--- src/hw/mpo_pkg.sv ---
package mpo_pkg;
   localparam int unsigned NCH = 6;
   localparam int unsigned NPAIR = 3;
   localparam int unsigned NFLT = 4;
   localparam int unsigned NSTS = 3;
   localparam int unsigned IDX_LSB = 2;
   localparam int unsigned IDX_MSB = 7;
   localparam logic [5:0] IDX_OUT = 6'h00;
   localparam logic [5:0] IDX_CNT = 6'h01;
   localparam logic [5:0] IDX_MOD = 6'h02;
   localparam logic [5:0] IDX_VAL0 = 6'h03;
   localparam logic [5:0] IDX_VAL5 = 6'h08;
   localparam logic [5:0] IDX_DT = 6'h09;
   localparam logic [5:0] IDX_MAP1 = 6'h0A;
   localparam logic [5:0] IDX_MAP2 = 6'h0B;
   localparam logic [5:0] IDX_CFG = 6'h0C;
   localparam logic [5:0] IDX_CCR = 6'h0D;
   localparam logic [5:0] IDX_PORT = 6'h0E;
   localparam logic [5:0] IDX_CTL = 6'h0F;
   localparam int unsigned OUT_PAD = 15;
   localparam int unsigned OUT_OVR = 8;
   localparam int unsigned CFG_EDG = 12;
   localparam int unsigned CFG_TOP = 8;
   localparam int unsigned CFG_BOT = 4;
   localparam int unsigned CFG_IND = 1;
   localparam int unsigned CFG_WP = 0;
   localparam int unsigned CCR_HARDWARE_ACCELERATION_ENABLE = 15;
   localparam int unsigned CCR_MSK = 8;
   localparam int unsigned CCR_VLM = 4;
   localparam int unsigned CTL_PRSC = 6;
   localparam int unsigned CTL_LOAD_OKAY = 1;
   localparam int unsigned CTL_EN = 0;
   localparam int unsigned MAP_PINS_LO = 4;
   localparam logic [7:0] DT_RST = 8'hFF;
   localparam logic [15:0] MAP1_RST = 16'hFFFF;
   localparam logic [7:0] MAP2_RST = 8'hFF;
   localparam logic [14:0] MOD_RST = 15'h0001;
   localparam logic [1:0] VLM_ALL6 = 2'h1;
   localparam logic [1:0] VLM_ALL4 = 2'h2;
   localparam logic [1:0] RESP_OKAY = 2'h0;
   localparam logic [1:0] RESP_SLVERR = 2'h2;

   typedef struct packed {
      logic aw_v;
      logic [5:0] aw_i;
      logic aw_ok;
      logic w_v;
      logic [15:0] w_d;
      logic [1:0] w_s;
      logic awrdy;
      logic wrdy;
      logic arrdy;
      logic bv;
      logic [1:0] br;
      logic rv;
      logic [15:0] rd;
      logic [1:0] rr;
      logic pad_en;
      logic [5:0] ovr_en;
      logic [5:0] sw_out;
      logic [14:0] mod_b;
      logic [14:0] mod_a;
      logic [5:0][15:0] val_b;
      logic [5:0][15:0] val_a;
      logic [7:0] dt;
      logic [15:0] map1;
      logic [7:0] map2;
      logic edge_align_select;
      logic wp;
      logic [2:0] top_side_invert;
      logic [2:0] bottom_side_invert;
      logic [2:0] pair_independent_select;
      logic hardware_acceleration_enable;
      logic [5:0] msk;
      logic [1:0] vlm;
      logic [2:0] pair_swap;
      logic [1:0] prsc_b;
      logic [1:0] prsc_a;
      logic load_okay;
      logic pwmen;
      logic [2:0] pre;
      logic [14:0] cnt;
      logic down;
      logic [2:0][10:0] dtc;
      logic [2:0] rawp;
      logic [5:0] pwm;
      logic [5:0] oe;
   } mpo_state_t;
endpackage

--- src/hw/mpo_top.sv ---
// Local design decisions: the AXI4-Lite register port and the address map.
`timescale 1ns/1ps
`default_nettype none
module mpo_top import mpo_pkg::*; #(
   parameter int ADDR_W = 8
) (
   input wire logic ref_clk_i,
   input wire logic reset_n_i,
   input wire logic ce_i,
   input wire logic [ADDR_W-1:0] awaddr_i,
   input wire logic awvalid_i,
   output logic awready_o,
   input wire logic [31:0] wdata_i,
   input wire logic [3:0] wstrb_i,
   input wire logic wvalid_i,
   output logic wready_o,
   output logic [1:0] bresp_o,
   output logic bvalid_o,
   input wire logic bready_i,
   input wire logic [ADDR_W-1:0] araddr_i,
   input wire logic arvalid_i,
   output logic arready_o,
   output logic [31:0] rdata_o,
   output logic [1:0] rresp_o,
   output logic rvalid_o,
   input wire logic rready_i,
   input wire logic [NFLT-1:0] fault_i,
   input wire logic [NSTS-1:0] status_i,
   output logic [NCH-1:0] pwm_o,
   output logic [NCH-1:0] pwm_oe_o
);
   if (ADDR_W != IDX_MSB + 1) begin : g_chk
      $error("mpo_top: ADDR_W must be 8");
   end

   localparam mpo_state_t RST = '{
      awrdy: 1'b1, wrdy: 1'b1, arrdy: 1'b1,
      mod_b: MOD_RST, mod_a: MOD_RST,
      dt: DT_RST, map1: MAP1_RST, map2: MAP2_RST,
      default: '0};

   mpo_state_t s;
   mpo_state_t n;
   logic wr_go;
   logic wr_ctl;
   logic reload;
   logic tick;
   logic [2:0] pmax;
   logic [15:0] wd;
   logic [10:0] dtl;
   logic [NCH-1:0] act;
   logic [NCH-1:0] dis;
   logic t;
   logic b;
   logic r;
   logic busy;
   logic sw;

   function automatic logic [15:0] rdreg(mpo_state_t st, logic [5:0] idx, logic [6:0] port);
      logic [15:0] v;
      v = '0;
      case (idx)
         IDX_OUT: v = {st.pad_en, 1'b0, st.ovr_en, 2'b00, st.sw_out};
         IDX_CNT: v = {1'b0, st.cnt};
         IDX_MOD: v = {1'b0, st.mod_b};
         IDX_DT: v = {8'h00, st.dt};
         IDX_MAP1: v = st.map1;
         IDX_MAP2: v = {8'h00, st.map2};
         IDX_CFG: v = {3'h0, st.edge_align_select, 1'b0, st.top_side_invert, 1'b0, st.bottom_side_invert, st.pair_independent_select, st.wp};
         IDX_CCR: v = {st.hardware_acceleration_enable, 1'b0, st.msk, 2'b00, st.vlm, 1'b0, st.pair_swap};
         IDX_PORT: v = {9'h000, port};
         IDX_CTL: v = {8'h00, st.prsc_b, 4'h0, st.load_okay, st.pwmen};
         default: begin
            if (idx >= IDX_VAL0 && idx <= IDX_VAL5) begin
               v = st.val_b[3'(idx - IDX_VAL0)];
            end
         end
      endcase
      return v;
   endfunction

   function automatic logic [15:0] mrg(logic [15:0] old, logic [15:0] d, logic [1:0] stb);
      logic [15:0] v;
      v = old;
      for (int k = 0; k < 2; k++) begin
         if (stb[k]) begin
            v[8*k+:8] = d[8*k+:8];
         end
      end
      return v;
   endfunction

   always_comb begin
      n = s;
      wr_go = s.aw_v & s.w_v & ~s.bv;
      wr_ctl = wr_go & (s.aw_i == IDX_CTL);
      reload = 1'b0;
      pmax = 3'((4'h1 << s.prsc_a) - 4'h1);
      tick = (s.pre == pmax);
      wd = mrg(rdreg(s, s.aw_i, {status_i, fault_i}), s.w_d, s.w_s);
      dtl = '0;
      act = '0;
      dis = '0;
      t = 1'b0;
      b = 1'b0;
      r = 1'b0;
      busy = 1'b0;
      sw = 1'b0;

      // counter and reload; prescaler divides the bus clock by 1, 2, 4 or 8
      if (!s.pwmen) begin
         n.pre = '0;
         n.cnt = '0;
         n.down = 1'b0;
         reload = 1'b1;
      end else begin
         n.pre = tick ? 3'h0 : 3'(s.pre + 3'h1);
         if (tick) begin
            if (s.edge_align_select) begin
               n.down = 1'b0;
               if (s.cnt >= 15'(s.mod_a - 15'h1)) begin
                  n.cnt = '0;
                  reload = 1'b1;
               end else begin
                  n.cnt = 15'(s.cnt + 15'h1);
               end
            end else if (!s.down) begin
               if (s.cnt >= 15'(s.mod_a - 15'h1)) begin
                  n.down = 1'b1;
               end else begin
                  n.cnt = 15'(s.cnt + 15'h1);
               end
            end else if (s.cnt == '0) begin
               n.down = 1'b0;
               reload = 1'b1;
            end else begin
               n.cnt = 15'(s.cnt - 15'h1);
            end
         end
      end
      if (reload && s.load_okay) begin
         n.prsc_a = s.prsc_b;
         n.mod_a = s.mod_b;
         n.val_a = s.val_b;
         n.load_okay = 1'b0;
      end

      // register writes come after the reload so a software set of load okay wins
      if (wr_go) begin
         n.aw_v = 1'b0;
         n.w_v = 1'b0;
         n.bv = 1'b1;
         n.br = s.aw_ok ? RESP_OKAY : RESP_SLVERR;
         if (s.aw_ok) begin
            case (s.aw_i)
               IDX_OUT: begin
                  n.pad_en = wd[OUT_PAD];
                  n.ovr_en = wd[OUT_OVR+:NCH];
                  n.sw_out = wd[NCH-1:0];
               end
               IDX_MOD: n.mod_b = wd[14:0];
               IDX_DT: if (!s.wp) n.dt = wd[7:0];
               IDX_MAP1: if (!s.wp) n.map1 = wd;
               IDX_MAP2: if (!s.wp) n.map2 = wd[7:0];
               IDX_CFG: begin
                  if (!s.wp) begin
                     n.edge_align_select = wd[CFG_EDG];
                     n.top_side_invert = wd[CFG_TOP+:NPAIR];
                     n.bottom_side_invert = wd[CFG_BOT+:NPAIR];
                     n.pair_independent_select = wd[CFG_IND+:NPAIR];
                     n.wp = wd[CFG_WP];
                  end
               end
               IDX_CCR: begin
                  if (!s.wp) begin
                     n.hardware_acceleration_enable = wd[CCR_HARDWARE_ACCELERATION_ENABLE];
                     n.msk = wd[CCR_MSK+:NCH];
                     if (s.hardware_acceleration_enable) begin
                        n.vlm = wd[CCR_VLM+:2];
                        n.pair_swap = wd[NPAIR-1:0];
                     end
                  end
               end
               IDX_CTL: begin
                  n.prsc_b = wd[CTL_PRSC+:2];
                  n.load_okay = wd[CTL_LOAD_OKAY];
                  n.pwmen = wd[CTL_EN];
               end
               default: begin
                  for (int i = 0; i < NCH; i++) begin
                     if (s.aw_i == 6'(IDX_VAL0 + 6'(i))) begin
                        n.val_b[i] = wd;
                     end
                     if (s.aw_i == IDX_VAL0) begin
                        if (s.vlm == VLM_ALL6 || (s.vlm == VLM_ALL4 && i < 4)) begin
                           n.val_b[i] = wd;
                        end
                     end
                  end
               end
            endcase
         end
      end
      if (s.bv && bready_i) begin
         n.bv = 1'b0;
      end
      if (awvalid_i && s.awrdy) begin
         n.aw_v = 1'b1;
         n.aw_i = awaddr_i[IDX_MSB:IDX_LSB];
         n.aw_ok = (awaddr_i[IDX_MSB:IDX_LSB] <= IDX_CTL);
      end
      if (wvalid_i && s.wrdy) begin
         n.w_v = 1'b1;
         n.w_d = wdata_i[15:0];
         n.w_s = wstrb_i[1:0];
      end
      n.awrdy = ~n.aw_v & ~n.bv;
      n.wrdy = ~n.w_v & ~n.bv;
      if (s.rv && rready_i) begin
         n.rv = 1'b0;
      end
      if (arvalid_i && s.arrdy) begin
         n.rv = 1'b1;
         n.rd = rdreg(s, araddr_i[IDX_MSB:IDX_LSB], {status_i, fault_i});
         n.rr = (araddr_i[IDX_MSB:IDX_LSB] <= IDX_CTL) ? RESP_OKAY : RESP_SLVERR;
      end
      n.arrdy = ~n.rv;

      // waveform compare in signed 18 bits covers negative widths and widths past the modulus
      for (int i = 0; i < NCH; i++) begin
         if (s.edge_align_select) begin
            act[i] = $signed({3'b000, s.cnt}) < $signed({{2{s.val_a[i][15]}}, s.val_a[i]});
         end else begin
            act[i] = ($signed({3'b000, s.cnt}) + $signed({{2{s.val_a[i][15]}}, s.val_a[i]}))
                     >= $signed({3'b000, s.mod_a});
         end
         act[i] = act[i] & ~s.msk[i] & s.pwmen;
         if (i < MAP_PINS_LO) begin
            dis[i] = |(fault_i & s.map1[NFLT*i+:NFLT]);
         end else begin
            dis[i] = |(fault_i & s.map2[NFLT*(i-MAP_PINS_LO)+:NFLT]);
         end
      end

      // dead time counts bus clocks: P*count-1, or the count when P is one
      if (s.dt == '0) begin
         dtl = '0;
      end else if (s.prsc_a == '0) begin
         dtl = {3'b000, s.dt};
      end else begin
         dtl = 11'(({3'b000, s.dt} << s.prsc_a) - 11'h001);
      end

      for (int p = 0; p < NPAIR; p++) begin
         if (s.pair_independent_select[p]) begin
            t = act[2*p];
            b = act[2*p+1];
            n.dtc[p] = '0;
            n.rawp[p] = act[2*p];
         end else begin
            r = act[2*p];
            n.rawp[p] = r;
            busy = (s.dtc[p] != '0) || ((r != s.rawp[p]) && (dtl != '0));
            if (r != s.rawp[p]) begin
               // the edge cycle is the first dead clock, so count-1 remain; a zero count leaves no gap
               n.dtc[p] = (dtl == '0) ? '0 : 11'(dtl - 11'h001);
            end else if (s.dtc[p] != '0) begin
               n.dtc[p] = 11'(s.dtc[p] - 11'h001);
            end
            t = r & ~busy;
            b = ~r & ~busy & s.pwmen;
         end
         if (s.pair_swap[p]) begin
            sw = t;
            t = b;
            b = sw;
         end
         if (s.ovr_en[2*p]) begin
            t = s.sw_out[2*p];
         end
         if (s.ovr_en[2*p+1]) begin
            b = s.pair_independent_select[p] ? s.sw_out[2*p+1] : (s.sw_out[2*p+1] & ~t);
         end
         n.pwm[2*p] = (t & ~dis[2*p]) ^ s.top_side_invert[p];
         n.pwm[2*p+1] = (b & ~dis[2*p+1]) ^ s.bottom_side_invert[p];
      end
      n.oe = {NCH{s.pad_en}};
   end

   always_ff @(posedge ref_clk_i) begin
      if (!reset_n_i) begin
         s <= RST;
      end else if (ce_i) begin
         s <= n;
      end
   end

   assign awready_o = s.awrdy;
   assign wready_o = s.wrdy;
   assign bvalid_o = s.bv;
   assign bresp_o = s.br;
   assign arready_o = s.arrdy;
   assign rvalid_o = s.rv;
   assign rresp_o = s.rr;
   assign rdata_o = {16'h0000, s.rd};
   assign pwm_o = s.pwm;
   assign pwm_oe_o = s.oe;
endmodule
`default_nettype wire

--- config.mk ---
export PLATFORM = sky130hd
export DESIGN_NAME = mpo_top
export DESIGN_NICKNAME = d
export VERILOG_FILES = /design/src/hw/mpo_pkg.sv /design/src/hw/mpo_top.sv
export SDC_FILE = /design/constraint.sdc
export NUM_CORES = 2
export LEC_CHECK = 0
export BUFFER_PORTS_ARGS = -buffer_cell sky130_fd_sc_hd__buf_4
export CAP_MARGIN = 40
export CORE_AREA = 2 2 340 208
export CTS_BUF_LIST = sky130_fd_sc_hd__clkbuf_8
export DETAILED_ROUTE_END_ITERATION = 10
export DIE_AREA = 0 0 342 210
export SLEW_MARGIN = 20
export SYNTH_ARGS = -nofsm -noshare
export SYNTH_HDL_FRONTEND = slang
export SYNTH_SLANG_ARGS = --single-unit
--- constraint.sdc ---
create_clock -name ref_clk_i -period 15.1 [get_ports ref_clk_i]
set_input_delay 2.265 -clock ref_clk_i [delete_from_list [all_inputs] [get_ports ref_clk_i]]
set_output_delay 2.265 -clock ref_clk_i [all_outputs]
set_load 0.005 [all_outputs]
==> qor.txt <==
Commonest non-fill, non-tap cell in the layout: nor2_1
Final setup margin: 8140 ps
Class of the worst hold path: reg2reg
Dpl hpwl: 89,900 µm
Synth Area in Simple Gates: 0.190
Fraction of the mapped netlist area in compound gates: 0.199
GRT Overall Usage: 0.322
Core area: 0.0689 mm²
Drc violations: 0
Psw: 0.796 mW
Largest net degree at the start of global routing: 88
CTS Sinks: 408
Multi-input gate area: 0.0205 mm²
Final #Nets: 4,133
Main flop type after synthesis: dfxtp_1
Hold path start: s[398]
Unrepaired setup endpoints after global routing: false
Crit path launch type: flip-flop
PD cells: 77.6 mW/mm²
Syn_area_per_cell: 8.08 µm²
Root Buffer: clkbuf_8
Die X: 342 µm
Commonest cells after routing, fill and taps aside: nor2_1 (417), dfxtp_1 (407), nand2_1 (340), ha_1 (304), a21oi_1 (291)
Max cap viols: 0
WS Path Type: reg2reg
Post-synth EDFFs: 0
Initial drt markers: 3,887
CTS resizes: 0
Initial antenna violation count: 6
DIE AREA: 0.0718 mm²
Final hold vios: 0
Gate Count Post-Synth: 3,789
Die H: 210 µm
Ys async rst share: 0
Post-layout min period: 6960 ps
Hold_buf cts: 0
Initial core utilization: 0.444
Part of the Yosys area used for sequential elements: 0.267
First-pass GRT wire length: 173,000 µm
Yosys warns: 0
Worst Skew: 52.8 ps
Register bit total from synthesis: 408
Total negative slack: 0 ps
Share of layout cells above drive strength 1: 0.0986
Status: finished, final reports clean
Flop pwr share: 0.445
Reg area: 0.00817 mm²
Worst-Skew Late Latency: 710 ps
Max-slew violations: 0
CTS buffer count: 60
Post-Syn Area: 0.0306 mm²
Drt first pass iters: 9
Comb pwr share: 0.185
Clk network pwr share: 0.370
H-Tree Depth: 2
Sw Ratio: 0.309
Finished Layout Cells: 4,727
Setup violators final: 0
LEAKAGE: 13.1 nW
Vias in the first global route: 25,500
Reg clk slew, reported paths: 70 ps
Maximum vdd ir drop: 0.0698 mV
Adder-cell share of the synthesized area: 0.128
Setup Fix Bufs, Post-CTS: 0
Routed len/inst: 25.3 µm
Int Pwr: 1.78 mW
Yosys cell types: 99
Crit end category: flip-flop
Grt ovf: 0
GP Congestion: 1.02
Row count: 75
Post-Synth XOR/XNOR Area: 0.0369
Slew HR: 0.355
Buffers on Ports: 79
RR Startpoint: s[51]
Max Fclk: 144 MHz
DP Worst Slack: 8460 ps
Clock tree buffer depth: 3
Vias per cell: 6.17
Synth-to-layout area growth: 8.64%
FILL cells: 6,869
Critical Path RT: 15,730 ps
Final period util: 0.461
Critical path arrival: 7590 ps
I/O pins: 120
Tightest Pin Transition: 958 ps
Largest fanout on the critical path: 22
Routed Wire Length: 120,000 µm
Mux cell area share after synthesis: 0.110
CTS tree: built
ANT nets after route: 0
Crit path launch: s[51]
Dpl cells: 4,608
Via count: 29,100
Largest family of logic cells by synthesized area: compound AO/OA/AOI/OAI gates
registers in the layout (all words and copies together), names as in the netlist, named ones only:
signal / flops
s: 362
rdata_o: 16
pwm_o: 6
arready_o: 1
awready_o: 1
bresp_o: 1
bvalid_o: 1
n: 1
pwm_oe_o: 1
rresp_o: 1
rvalid_o: 1
wready_o: 1
worst max-delay path, cell delays in order, from the launching register on:
cell and delay, ps:
dfxtp_1 780, buf_4 560, ha_1 380, o21ba_2 240, o21ai_0 290, a31o_2 250
a31oi_1 90, o21a_1 200, o21ai_0 170, a21oi_1 140, or2_2 290, a21oi_1 150
nor2_1 60, xor2_1 150, ha_1 320, o21a_1 120, a211oi_1 240, o21a_1 190
or4b_1 610, nand3_2 220, xnor2_1 140, buf_4 260, o31ai_1 100, buf_4 210
or4_1 510, a21oi_1 150
cell usage after synthesis, types with 16 or more instances:
library cell / number / share of area
a2111oi_0: 19 / 0.0054
a211o_1: 18 / 0.0052
a211oi_1: 34 / 0.0083
a21o_1: 33 / 0.0081
a21oi_1: 294 / 0.048
a221oi_1: 23 / 0.0066
a22oi_1: 63 / 0.015
a31oi_1: 44 / 0.0090
and2_1: 26 / 0.0053
and3_1: 24 / 0.0049
buf_4: 52 / 0.013
clkbuf_1: 198 / 0.024
dfxtp_1: 408 / 0.27
ha_1: 304 / 0.12
inv_1: 215 / 0.026
mux2_2: 38 / 0.014
mux2i_1: 215 / 0.070
mux4_2: 34 / 0.025
nand2_1: 340 / 0.042
nand2b_1: 61 / 0.012
nand3_1: 130 / 0.021
nand4_1: 18 / 0.0037
nor2_1: 420 / 0.052
nor2b_1: 47 / 0.0096
nor3_1: 66 / 0.011
nor4_1: 22 / 0.0045
o211ai_1: 30 / 0.0074
o21a_1: 34 / 0.0083
o21ai_0: 99 / 0.016
o21bai_1: 22 / 0.0054
o31ai_1: 21 / 0.0052
or2_2: 16 / 0.0033
or3_1: 26 / 0.0053
xnor2_1: 77 / 0.022
xor2_1: 50 / 0.014
logic make-up (layout without fill, tap and decap cells):
kind of cell / Yosys count / count (layout)
DFF: 408 / 408
and+or+nand+nor: 1252 / 1252
other: 1 / 19
adders and majority gates: 310 / 310
buffers and inverters: 498 / 494
muxes: 288 / 288
xor gates and xnor gates: 128 / 128
AOI/OAI and AO/OA: 904 / 904
routing by layer:
metal  track usage  wire length (µm)
met1         0.502             56400
met5             0                81
met4        0.0635              2380
met2         0.389             41900
met3         0.146             18800
metrics by stage:
stage	area, µm²	power, mW	utilization	hold slack [ps]
after global placement	31700	1.62	0.460	446
final	33300	2.58	0.483	462
after global routing	33300	2.68	0.483	495
after CTS	33100	2.56	0.481	464
after detailed placement	31900	1.63	0.463	454
after floorplan	30700	1.51	-	433
area by class of cell:
class / count / share of cell area
diodes: 1 / 0.0000753
clock buffers: 74 / 0.0306
clock inverters: 34 / 0.00602
inverters: 217 / 0.0247
multi-input cells: 2900 / 0.615
flip-flops and latches: 408 / 0.246
well taps: 924 / 0.0348
repair buffers: 169 / 0.0427
worst paths after layout:
check / to / slack (ps) / depth (start not counted)
worst max-delay path: s[19] / 8140 / 25
worst min-delay path: s[398] / 460 / 2
worst max register to register: s[19] / 8140 / 25
worst min register to register: s[398] / 460 / 2
power by group through the flow:
stage	sequential, mW	combinational (mW)	clock (mW)
floorplan	1.16	0.349	0
global placement	1.17	0.450	0
detailed placement	1.17	0.456	0
CTS	1.15	0.458	0.959
global route	1.15	0.516	1.01
finish	1.15	0.476	0.955
Power figures use the tool's default switching activity.
